===== config.mk =====
export PLATFORM = sky130hd
export DESIGN_NAME = pmb_bank
export DESIGN_NICKNAME = d
export VERILOG_FILES = /design/src/include/pmb_pkg.sv /design/src/hw/pmb_bank.sv
export SDC_FILE = /design/constraint.sdc
export NUM_CORES = 1
export LEC_CHECK = 0
export BUFFER_PORTS_ARGS = -buffer_cell sky130_fd_sc_hd__clkbuf_2
export CAP_MARGIN = 20
export CELL_PAD_IN_SITES_DETAIL_PLACEMENT = 0
export CELL_PAD_IN_SITES_GLOBAL_PLACEMENT = 1
export CORE_ASPECT_RATIO = 2
export CORE_UTILIZATION = 39
export CTS_CLUSTER_DIAMETER = 120
export DETAILED_ROUTE_END_ITERATION = 10
export HOLD_SLACK_MARGIN = 0.03
export PLACE_DENSITY = 0.78
export SLEW_MARGIN = 30
export SYNTH_ARGS = -nofsm -noshare
export SYNTH_HDL_FRONTEND = slang
export SYNTH_SLANG_ARGS = --single-unit

===== constraint.sdc =====
create_clock -name sys_clk_i -period 2.5 [get_ports sys_clk_i]
set_input_delay 0 -clock sys_clk_i [delete_from_list [all_inputs] [get_ports sys_clk_i]]
set_output_delay 0 -clock sys_clk_i [all_outputs]
set_load 0.1 [all_outputs]

===== src/include/pmb_pkg.sv =====
/*
  package for the power management register bank: register addresses, bit positions, reset values.
  assumes an 8-bit special-function-register bus with 8-bit addresses.
*/
package pmb_pkg;
  localparam logic [7:0] ADDR_PM_IRQ_ENABLE  = 8'hec;
  localparam logic [7:0] ADDR_PERIPHERAL_CONFIG_STATUS_CFG     = 8'hf4;
  localparam logic [7:0] ADDR_SWITCHOVER_CFG = 8'hf5;
  localparam logic [7:0] ADDR_PM_IRQ_FLAGS   = 8'hf8;
  localparam logic [7:0] ADDR_SCRATCH_A      = 8'hfb;
  localparam logic [7:0] ADDR_SCRATCH_B      = 8'hfc;
  localparam logic [7:0] ADDR_INT_PIN_CFG    = 8'hff;
  localparam logic [7:0] ADDR_UNLOCK_KEY     = 8'hc1;
  localparam logic [7:0] ADDR_ADC_START      = 8'hd8;
  localparam logic [7:0] UNLOCK_VALUE        = 8'hea;
  // flag bit positions, bit address minus base address
  localparam int BIT_SUPPLY_RESTORED = 7;
  localparam int BIT_SUMMARY         = 6;
  localparam int BIT_LINE_SAG        = 5;
  localparam int BIT_DCIN_CONV       = 3;
  localparam int BIT_BATTERY         = 2;
  localparam int BIT_SWITCHOVER      = 1;
  localparam int BIT_DCIN_LOW        = 0;
  // peripheral register fields, and the pll acknowledge bit of the adc start register
  localparam int BIT_RX_WAKE     = 7;
  localparam int BIT_SRC_IND     = 6;
  localparam int BIT_SUPPLY_OK   = 5;
  localparam int BIT_PLL_FAULT   = 4;
  localparam int BIT_LP_REF      = 3;
  localparam int BIT_PLL_ACK     = 7;
  localparam logic [7:0] FLAGS_RESET    = 8'h00;
  localparam logic [7:0] ENABLE_RESET   = 8'h00;
  localparam logic [7:0] ENABLE_MASK    = 8'haf;
  localparam logic [7:0] KEY_RESET      = 8'h00;
  localparam logic [7:0] INT_PIN_RESET  = 8'h00;
  localparam logic [7:0] SCRATCH_RESET  = 8'h00;
  localparam logic [1:0] SWMODE_RESET   = 2'h0;
  localparam logic [1:0] RXFUNC_RESET   = 2'h0;

  typedef struct packed {
    logic       wr;
    logic       rd;
    logic [7:0] addr;
    logic [7:0] wdata;
  } pmb_sfr_req_t;

  // raw event and status inputs from analog / measurement side
  typedef struct packed {
    logic on_main;
    logic main_ok;
    logic sag;
    logic dcin_event;
    logic bat_event;
    logic dcin_low;
    logic pll_unlock;
    logic rx_wake;
  } pmb_pm_in_t;
endpackage


===== src/hw/pmb_bank.sv =====
/*
  power management special-function register bank: flags, enables, switchover mode, peripheral status,
  key-protected interrupt pin configuration and retained scratch pads.
  assumes the core's sfr bus gives single-cycle read and write strobes on sys_clk_i, and that status
  inputs come from other clock domains and are synchronised here.
*/
// Operation
// interrupt pin config accepts a write only directly after key register holds 0xea
// software should return the key register to zero after the protected write
// an unkeyed write to the interrupt pin config leaves it unchanged
// supply restored flag sets when source goes battery to main; resets 0
// summary flag sets when any enabled power management condition occurs
// line sag flag sets on sag report from measurement engine
// dc-input conversion flag sets on threshold change or new measurement
// battery flag sets on low battery or battery measurement ready
// switchover flag sets when supply moves from main to battery
// dc-input low flag sets when dc input falls below 1.2 V
// software keeps reserved flag, enable bit 4, upper switchover bits zero
// switchover mode: 00 low main, 01 main or dcin, 1x disabled; reset 00
// peripheral bit 7 shows receive edge woke deepest sleep mode
// peripheral bit 6 shows supply source, 1 main; resets 1
// peripheral bit 5 shows main supply good; resets 1
// pll fault bit sets on lock loss, clears only on pll acknowledge write
// peripheral bit 3 keeps reference on in deepest sleep mode
// receive pin function: 00 gpio, 01 receive, 11 receive with wake
// enable bits 7,5,3,2,1,0 gate the six flags into the summary; reset 0
// scratch registers read/write, retained, reset 0
`timescale 1ns/100ps
module pmb_bank (
  input  wire logic                  sys_clk_i,
  input  wire logic                  arst_n_i,
  input  wire pmb_pkg::pmb_sfr_req_t sfr_req_i,
  output logic [7:0]                 sfr_rdata_o,
  input  wire pmb_pkg::pmb_pm_in_t   pm_in_i,
  output logic                       switchover_on_main_low_o,
  output logic                       switchover_on_dcin_low_o,
  output logic                       lowpower_ref_enable_o,
  output logic [1:0]                 rx_pin_function_o,
  output logic                       rx_wake_enable_o,
  output logic [7:0]                 int_pin_config_o,
  output logic                       pm_irq_o
);
  import pmb_pkg::*;

  // two-stage synchroniser per status bit
  pmb_pm_in_t sync1_reg;
  pmb_pm_in_t sync2_reg;
  pmb_pm_in_t prev_reg;
  always_ff @(posedge sys_clk_i or negedge arst_n_i) begin
    if (!arst_n_i) begin
      sync1_reg <= '{on_main: 1'b1, main_ok: 1'b1, default: 1'b0};
      sync2_reg <= '{on_main: 1'b1, main_ok: 1'b1, default: 1'b0};
      prev_reg  <= '{on_main: 1'b1, main_ok: 1'b1, default: 1'b0};
    end else begin
      sync1_reg <= pm_in_i;
      sync2_reg <= sync1_reg;
      prev_reg  <= sync2_reg;
    end
  end

  logic wr_key, wr_int, wr_en, wr_flags, wr_sw, wr_per, wr_sa, wr_sb, wr_adc;
  assign wr_key   = sfr_req_i.wr && (sfr_req_i.addr == ADDR_UNLOCK_KEY);
  assign wr_int   = sfr_req_i.wr && (sfr_req_i.addr == ADDR_INT_PIN_CFG);
  assign wr_en    = sfr_req_i.wr && (sfr_req_i.addr == ADDR_PM_IRQ_ENABLE);
  assign wr_flags = sfr_req_i.wr && (sfr_req_i.addr == ADDR_PM_IRQ_FLAGS);
  assign wr_sw    = sfr_req_i.wr && (sfr_req_i.addr == ADDR_SWITCHOVER_CFG);
  assign wr_per   = sfr_req_i.wr && (sfr_req_i.addr == ADDR_PERIPHERAL_CONFIG_STATUS_CFG);
  assign wr_sa    = sfr_req_i.wr && (sfr_req_i.addr == ADDR_SCRATCH_A);
  assign wr_sb    = sfr_req_i.wr && (sfr_req_i.addr == ADDR_SCRATCH_B);
  assign wr_adc   = sfr_req_i.wr && (sfr_req_i.addr == ADDR_ADC_START);

  // raw events, one-cycle pulses
  logic [7:0] evt;
  always_comb begin
    evt = 8'h00;
    evt[BIT_SUPPLY_RESTORED] = sync2_reg.on_main && !prev_reg.on_main;
    evt[BIT_LINE_SAG]        = sync2_reg.sag && !prev_reg.sag;
    evt[BIT_DCIN_CONV]       = sync2_reg.dcin_event && !prev_reg.dcin_event;
    evt[BIT_BATTERY]         = sync2_reg.bat_event && !prev_reg.bat_event;
    evt[BIT_SWITCHOVER]      = !sync2_reg.on_main && prev_reg.on_main;
    evt[BIT_DCIN_LOW]        = sync2_reg.dcin_low && !prev_reg.dcin_low;
  end

  logic [7:0] key_reg, key_next;
  logic       armed_reg, armed_next;
  logic [7:0] int_reg, int_next;
  logic [7:0] en_reg, en_next;
  logic [7:0] flags_reg, flags_next;
  logic [1:0] swmode_reg, swmode_next;
  logic       pllf_reg, pllf_next;
  logic       lpref_reg, lpref_next;
  logic [1:0] rxf_reg, rxf_next;
  logic [7:0] sa_reg, sa_next;
  logic [7:0] sb_reg, sb_next;
  logic [7:0] rdata_reg, rdata_next;
  logic [7:0] peripheral_config_status_view;

  assign peripheral_config_status_view = {sync2_reg.rx_wake, sync2_reg.on_main, sync2_reg.main_ok,
                        pllf_reg, lpref_reg, 1'b0, rxf_reg};

  always_comb begin
    key_next    = key_reg;
    int_next    = int_reg;
    en_next     = en_reg;
    flags_next  = flags_reg;
    swmode_next = swmode_reg;
    pllf_next   = pllf_reg;
    lpref_next  = lpref_reg;
    rxf_next    = rxf_reg;
    sa_next     = sa_reg;
    sb_next     = sb_reg;
    // unlock lasts only for the write straight after the key write
    armed_next  = sfr_req_i.wr ? (wr_key && sfr_req_i.wdata == UNLOCK_VALUE) : armed_reg;
    if (wr_key) begin
      key_next = sfr_req_i.wdata;
    end
    if (wr_int && armed_reg) begin
      int_next = sfr_req_i.wdata;
    end
    if (wr_en) begin
      en_next = sfr_req_i.wdata & ENABLE_MASK;
    end
    if (wr_sw) begin
      swmode_next = sfr_req_i.wdata[1:0];
    end
    if (wr_per) begin
      lpref_next = sfr_req_i.wdata[BIT_LP_REF];
      rxf_next   = sfr_req_i.wdata[1:0];
    end
    if (wr_sa) begin
      sa_next = sfr_req_i.wdata;
    end
    if (wr_sb) begin
      sb_next = sfr_req_i.wdata;
    end
    if (wr_adc && sfr_req_i.wdata[BIT_PLL_ACK]) begin
      pllf_next = 1'b0;
    end
    if (sync2_reg.pll_unlock && !prev_reg.pll_unlock) begin
      pllf_next = 1'b1;
    end
    if (wr_flags) begin
      flags_next = sfr_req_i.wdata & ENABLE_MASK | (sfr_req_i.wdata & 8'h40);
    end
    // set wins over a write clearing in the same cycle
    flags_next = flags_next | evt;
    if (|(evt & en_reg)) begin
      flags_next[BIT_SUMMARY] = 1'b1;
    end
    case (sfr_req_i.addr)
      ADDR_PM_IRQ_ENABLE:  rdata_next = en_reg;
      ADDR_PERIPHERAL_CONFIG_STATUS_CFG:     rdata_next = peripheral_config_status_view;
      ADDR_SWITCHOVER_CFG: rdata_next = {6'h00, swmode_reg};
      ADDR_PM_IRQ_FLAGS:   rdata_next = flags_reg;
      ADDR_SCRATCH_A:      rdata_next = sa_reg;
      ADDR_SCRATCH_B:      rdata_next = sb_reg;
      ADDR_INT_PIN_CFG:    rdata_next = int_reg;
      ADDR_UNLOCK_KEY:     rdata_next = key_reg;
      default:             rdata_next = 8'h00;
    endcase
    if (!sfr_req_i.rd) begin
      rdata_next = rdata_reg;
    end
  end

  always_ff @(posedge sys_clk_i or negedge arst_n_i) begin
    if (!arst_n_i) begin
      key_reg    <= KEY_RESET;
      armed_reg  <= 1'b0;
      int_reg    <= INT_PIN_RESET;
      en_reg     <= ENABLE_RESET;
      flags_reg  <= FLAGS_RESET;
      swmode_reg <= SWMODE_RESET;
      pllf_reg   <= 1'b0;
      lpref_reg  <= 1'b0;
      rxf_reg    <= RXFUNC_RESET;
      sa_reg     <= SCRATCH_RESET;
      sb_reg     <= SCRATCH_RESET;
      rdata_reg  <= 8'h00;
    end else begin
      key_reg    <= key_next;
      armed_reg  <= armed_next;
      int_reg    <= int_next;
      en_reg     <= en_next;
      flags_reg  <= flags_next;
      swmode_reg <= swmode_next;
      pllf_reg   <= pllf_next;
      lpref_reg  <= lpref_next;
      rxf_reg    <= rxf_next;
      sa_reg     <= sa_next;
      sb_reg     <= sb_next;
      rdata_reg  <= rdata_next;
    end
  end

  assign sfr_rdata_o              = rdata_reg;
  assign switchover_on_main_low_o = !swmode_reg[1];
  assign switchover_on_dcin_low_o = (swmode_reg == 2'h1);
  assign lowpower_ref_enable_o    = lpref_reg;
  assign rx_pin_function_o        = rxf_reg;
  assign rx_wake_enable_o         = (rxf_reg == 2'h3);
  assign int_pin_config_o         = int_reg;
  assign pm_irq_o                 = flags_reg[BIT_SUMMARY];

  chk_unkeyed_write: assert property (@(posedge sys_clk_i) disable iff (!arst_n_i)
    (wr_int && !armed_reg) |=> $stable(int_reg)) else $error("unkeyed write changed pin config");
  chk_keyed_write: assert property (@(posedge sys_clk_i) disable iff (!arst_n_i)
    (wr_key && sfr_req_i.wdata == UNLOCK_VALUE) ##1 (wr_int) |=> int_reg == $past(sfr_req_i.wdata))
    else $error("keyed write not taken");
  chk_restored_set: assert property (@(posedge sys_clk_i) disable iff (!arst_n_i)
    (sync2_reg.on_main && !prev_reg.on_main) |=> flags_reg[BIT_SUPPLY_RESTORED]) else $error("restored flag missed");
  chk_switch_set: assert property (@(posedge sys_clk_i) disable iff (!arst_n_i)
    $fell(sync2_reg.on_main) |=> flags_reg[BIT_SWITCHOVER]) else $error("switchover flag missed");
  chk_summary_set: assert property (@(posedge sys_clk_i) disable iff (!arst_n_i)
    (|(evt & en_reg)) |=> flags_reg[BIT_SUMMARY]) else $error("summary flag missed");
  chk_summary_gate: assert property (@(posedge sys_clk_i) disable iff (!arst_n_i)
    (!(|(evt & en_reg)) && !wr_flags && !flags_reg[BIT_SUMMARY]) |=> !flags_reg[BIT_SUMMARY])
    else $error("summary set without enable");
  chk_pll_hold: assert property (@(posedge sys_clk_i) disable iff (!arst_n_i)
    (pllf_reg && !(wr_adc && sfr_req_i.wdata[BIT_PLL_ACK])) |=> pllf_reg) else $error("pll fault cleared early");
  chk_scratch_keep: assert property (@(posedge sys_clk_i) disable iff (!arst_n_i)
    (!wr_sa) |=> $stable(sa_reg)) else $error("scratch changed without write");
  chk_mode_out: assert property (@(posedge sys_clk_i) disable iff (!arst_n_i)
    swmode_reg[1] |-> !switchover_on_main_low_o && !switchover_on_dcin_low_o) else $error("mode 1x not off");

  // remaining event flags follow their synchronised edges
  chk_sag_set: assert property (@(posedge sys_clk_i) disable iff (!arst_n_i)
    evt[BIT_LINE_SAG] |=> flags_reg[BIT_LINE_SAG])
    else $error("sag flag missed");

  chk_dcin_conv_set: assert property (@(posedge sys_clk_i) disable iff (!arst_n_i)
    evt[BIT_DCIN_CONV] |=> flags_reg[BIT_DCIN_CONV])
    else $error("dc-input conversion flag missed");

  chk_battery_set: assert property (@(posedge sys_clk_i) disable iff (!arst_n_i)
    evt[BIT_BATTERY] |=> flags_reg[BIT_BATTERY])
    else $error("battery flag missed");

  chk_dcin_low_set: assert property (@(posedge sys_clk_i) disable iff (!arst_n_i)
    evt[BIT_DCIN_LOW] |=> flags_reg[BIT_DCIN_LOW])
    else $error("dc-input low flag missed");

  chk_flag_reserved: assert property (@(posedge sys_clk_i) disable iff (!arst_n_i)
    flags_reg[4] == 1'b0)
    else $error("reserved flag bit set");

  chk_enable_reserved: assert property (@(posedge sys_clk_i) disable iff (!arst_n_i)
    (en_reg & ~ENABLE_MASK) == 8'h00)
    else $error("reserved enable bit set");

  // pll fault sets on lock loss, clears on acknowledge when no new loss arrives
  chk_pll_set: assert property (@(posedge sys_clk_i) disable iff (!arst_n_i)
    (sync2_reg.pll_unlock && !prev_reg.pll_unlock) |=> pllf_reg)
    else $error("pll fault not set");

  chk_pll_clear: assert property (@(posedge sys_clk_i) disable iff (!arst_n_i)
    (wr_adc && sfr_req_i.wdata[BIT_PLL_ACK] && !(sync2_reg.pll_unlock && !prev_reg.pll_unlock)) |=> !pllf_reg)
    else $error("pll fault not cleared");

  // status bits as software reads them
  chk_wake_view: assert property (@(posedge sys_clk_i) disable iff (!arst_n_i)
    (sfr_req_i.rd && sfr_req_i.addr == ADDR_PERIPHERAL_CONFIG_STATUS_CFG) |=> sfr_rdata_o[BIT_RX_WAKE] == $past(sync2_reg.rx_wake))
    else $error("wake event bit wrong");

  chk_source_view: assert property (@(posedge sys_clk_i) disable iff (!arst_n_i)
    (sfr_req_i.rd && sfr_req_i.addr == ADDR_PERIPHERAL_CONFIG_STATUS_CFG) |=> sfr_rdata_o[BIT_SRC_IND] == $past(sync2_reg.on_main))
    else $error("supply source bit wrong");

  chk_supply_ok_view: assert property (@(posedge sys_clk_i) disable iff (!arst_n_i)
    (sfr_req_i.rd && sfr_req_i.addr == ADDR_PERIPHERAL_CONFIG_STATUS_CFG) |=> sfr_rdata_o[BIT_SUPPLY_OK] == $past(sync2_reg.main_ok))
    else $error("supply good bit wrong");

  chk_rdata_hold: assert property (@(posedge sys_clk_i) disable iff (!arst_n_i)
    !sfr_req_i.rd |=> $stable(sfr_rdata_o))
    else $error("read data moved without read");

  chk_scratch_b_keep: assert property (@(posedge sys_clk_i) disable iff (!arst_n_i)
    (!wr_sb) |=> $stable(sb_reg))
    else $error("scratch b changed without write");

  chk_key_disarm: assert property (@(posedge sys_clk_i) disable iff (!arst_n_i)
    (sfr_req_i.wr && !wr_key) |=> !armed_reg)
    else $error("unlock survived another write");

  chk_wake_out: assert property (@(posedge sys_clk_i) disable iff (!arst_n_i)
    (wr_per && sfr_req_i.wdata[1:0] == 2'h3) |=> rx_wake_enable_o)
    else $error("receive wake not enabled");

  chk_mode_dcin: assert property (@(posedge sys_clk_i) disable iff (!arst_n_i)
    (swmode_reg == 2'h1) |-> switchover_on_dcin_low_o)
    else $error("mode 01 lacks dc-input trigger");

  chk_mode_main: assert property (@(posedge sys_clk_i) disable iff (!arst_n_i)
    (swmode_reg[1] == 1'b0) |-> switchover_on_main_low_o)
    else $error("low main trigger missing");

  cov_keyed: cover property (@(posedge sys_clk_i) disable iff (!arst_n_i) armed_reg ##0 wr_int);
  cov_summary: cover property (@(posedge sys_clk_i) disable iff (!arst_n_i) $rose(pm_irq_o));
  cov_pll_ack: cover property (@(posedge sys_clk_i) disable iff (!arst_n_i) $fell(pllf_reg));
  cov_unkeyed: cover property (@(posedge sys_clk_i) disable iff (!arst_n_i) wr_int && !armed_reg);
  cov_switchover: cover property (@(posedge sys_clk_i) disable iff (!arst_n_i) $rose(flags_reg[BIT_SWITCHOVER]));
endmodule


==> out/results.ini <==
[run_status]
status = complete, no violations

[worst_setup_path]
worst_r2r_path_depth = 4
cp.arrival_ns = 1.79
cp-start-kind = input pin
crit_buf_inv = 1
regToRegSetupSlack_ns = 1.01
max_stage_delay_ns = 0.58
cp_cell_sequence = clkbuf_2 > and4bb_1 > and2_1 > nand2_2 > mux2_1
cp_slowest_cell = and4bb_1
worstPathRequired_ns = 2.72
crit_path_end_kind = register
r2r-end = sfr_rdata_o[5]
worst_path_dominant_cell_family = simple AND/OR/NAND/NOR gates
worstReg2RegStart = int_pin_config_o[5]
critPathKind = input pin to register
cp_max_fo = 12

[sta]
setup_viol = 0
drv_slew = 0
rsz0062_at_grt = no
skew_ns = 0.00760
slew_headroom_pct = 50.2
min_period_ns = 1.58
tightestPinTransition_ns = 0.747
post-route-period-util_pct = 63.1
fmaxAchievable_mhz = 634
final_hold_viol_count = 0
setup_ws_ns = 0.924
tns_ns = 0

[synthesis]
avgSynthCellArea_sq_um = 12.9
synth.distinct_cells = 51
synthTopCellsByCount = 77 x dfrtp_1, 20 x mux2_1, 18 x inv_1
dominantRegCellSynth = dfrtp_1
synth_top_area_cell = dfrtp_1
synthesis.nets = 321
synth_edf_count = 0
yosysMostFrequentCell = dfrtp_1
synth.top_cell.area_share_pct = 50.9
ys_ff_latch = 82
synthArstFlopShare_pct = 100
synth_area_leaders = dfrtp_1 51%, mux2_1 6.0%, mux2_4 6.0%, mux2i_1 4.5%, dfstp_2 3.5%
synth_cells = 293
synth_seq_area_share_pct = 54.4
synth.cell_area_sq_um = 3780
synth_warnings = 0

[clock_network]
clk_latency_ns = 0.34
cts_setup_buffers = 0
clk_pin_slew_ns = 0.06
ctsHtreeMaxLevel = 3
ctsLongestPathBuffers = 2
cts_buffers = 9
cts_tree = yes
clock_sinks = 82
cts-root-buf = clkbuf_16

[layout]
nets = 385
multi_input_area_sq_um = 1570
fill_cells = 878
final_cell_area_sq_um = 4510
drive_above_1_share_pct = 30.4
layoutNonFillerInstCount = 466
register_area_sq_um = 2060
n_antenna_cell = 0
area_growth_pct = 19.0

[drt]
drt-total-wl_um = 9350
antenna_left = 0
vias_per_cell = 5.59
dr.first_iter.drc_count = 149
drc = 0
first_pass_iters = 4
wl_per_cell_um = 20.1
vias = 2603

[place]
dp_cells = 435
dp_hpwl_um = 6810
place_area_sq_um = 4090
gp_congestion = 0.890
dp_slack_ns = 0.598
port_buffers = 50

[floorplanning]
die_x_um = 71.7
pin_count = 51
num_rows = 50
start_util_pct = 40.3
design.core.area_sq_um = 9380
die_height_um = 141
die-area_sq_um = 10100

[min_path]
hp-start = sfr_req_i[1]
hp-class = input pin to register
worstHoldEndpoint = rx_pin_function_o[1]
whs_path_depth = 2

[grt]
track_usage_pct = 20.3
grt_pass1_vias = 2711
grt_start_max_net_pins = 83
overflow = 0
grt_pass1_wl_um = 14900
antenna_found_initial = 0

[power]
power_density_nw_per_um2 = 633
irDropWorstVdd_uv = 442
power_leakage_nw = 2.23

[run]
maxCapViolCount = 0

-- layer usage --
| metal | global-route usage (%) | routed length [um] |
|---|---|---|
| met1 | 20.9 | 3400 |
| met2 | 36.0 | 5220 |
| met3 | 5.33 | 343 |
| met4 | 11.9 | 379 |
| met5 | 0 | 0 |
-- kinds of logic after synthesis --
| logic type | synth area share (%) |
|---|---|
| compound gates | 8.79 |
| buf+inv | 4.16 |
| flops | 54.4 |
| mux | 19.1 |
| simple gates | 13.6 |
-- stage by stage --
step | hold WS [ns] | total power [W] | util (%)
after floorplan | -0.296 | 0.00156 | -
after global placement | 0.0876 | 0.00166 | 43.5
after detailed placement | 0.0897 | 0.00166 | 43.6
after CTS | 0.0510 | 0.00289 | 48.0
after global routing | 0.0576 | 0.00296 | 48.0
final | 0.0521 | 0.00285 | 48.0
-- area by class of cell --
cell class | count | share of cell area (%)
flip-flops and latches | 82 | 45.7
multi-input cells | 180 | 34.8
clock inverters | 4 | 0.666
inverters | 18 | 1.50
repair buffers | 66 | 9.19
clock buffers | 12 | 5.25
well taps | 104 | 2.89
-- report_power, final --
part	internal [W]	total, W	switching, W
registers	0.00138	0.00141	0.0000301
logic	0.0000873	0.000248	0.000161
clock network	0.000677	0.00120	0.000519
total	0.00214	0.00285	0.000711
-- timing repair --
| action | in CTS | in global routing |
|---|---|---|
| hold endpoints to repair | 104 | 0 |
| resized for setup | 0 | 0 |
| hold buffers | 15 | 0 |
-- how the worst max path moves through the flow --
| stage | start | endpoint | slack (ns) | cells past startpoint |
|---|---|---|---|---|
| floorplan | int_pin_config_o[5] | sfr_rdata_o[5] | 0.65 | 4 |
| global placement | sfr_req_i[8] | en_reg[0] | 0.62 | 5 |
| detailed placement | sfr_req_i[8] | en_reg[5] | 0.60 | 5 |
| CTS | sfr_req_i[8] | en_reg[5] | 0.95 | 5 |
| global route | sfr_req_i[8] | en_reg[1] | 0.88 | 5 |
| finish | sfr_req_i[8] | en_reg[5] | 0.92 | 5 |
-- placed cells by master, fill, tap and decap left out, drive strengths merged, types with 5 or more instances in the layout --
cell type    Yosys  routed
dfrtp           77      77
clkbuf           1      61
mux2            44      44
inv             18      19
mux2i           17      17
nand2           17      17
dlygate4sd3      0      15
o21ai           13      13
nor2            11      11
nand3            9       9
nand3b           8       8
o22ai            8       8
dfstp            5       5
(Power assumes the default switching activity.)
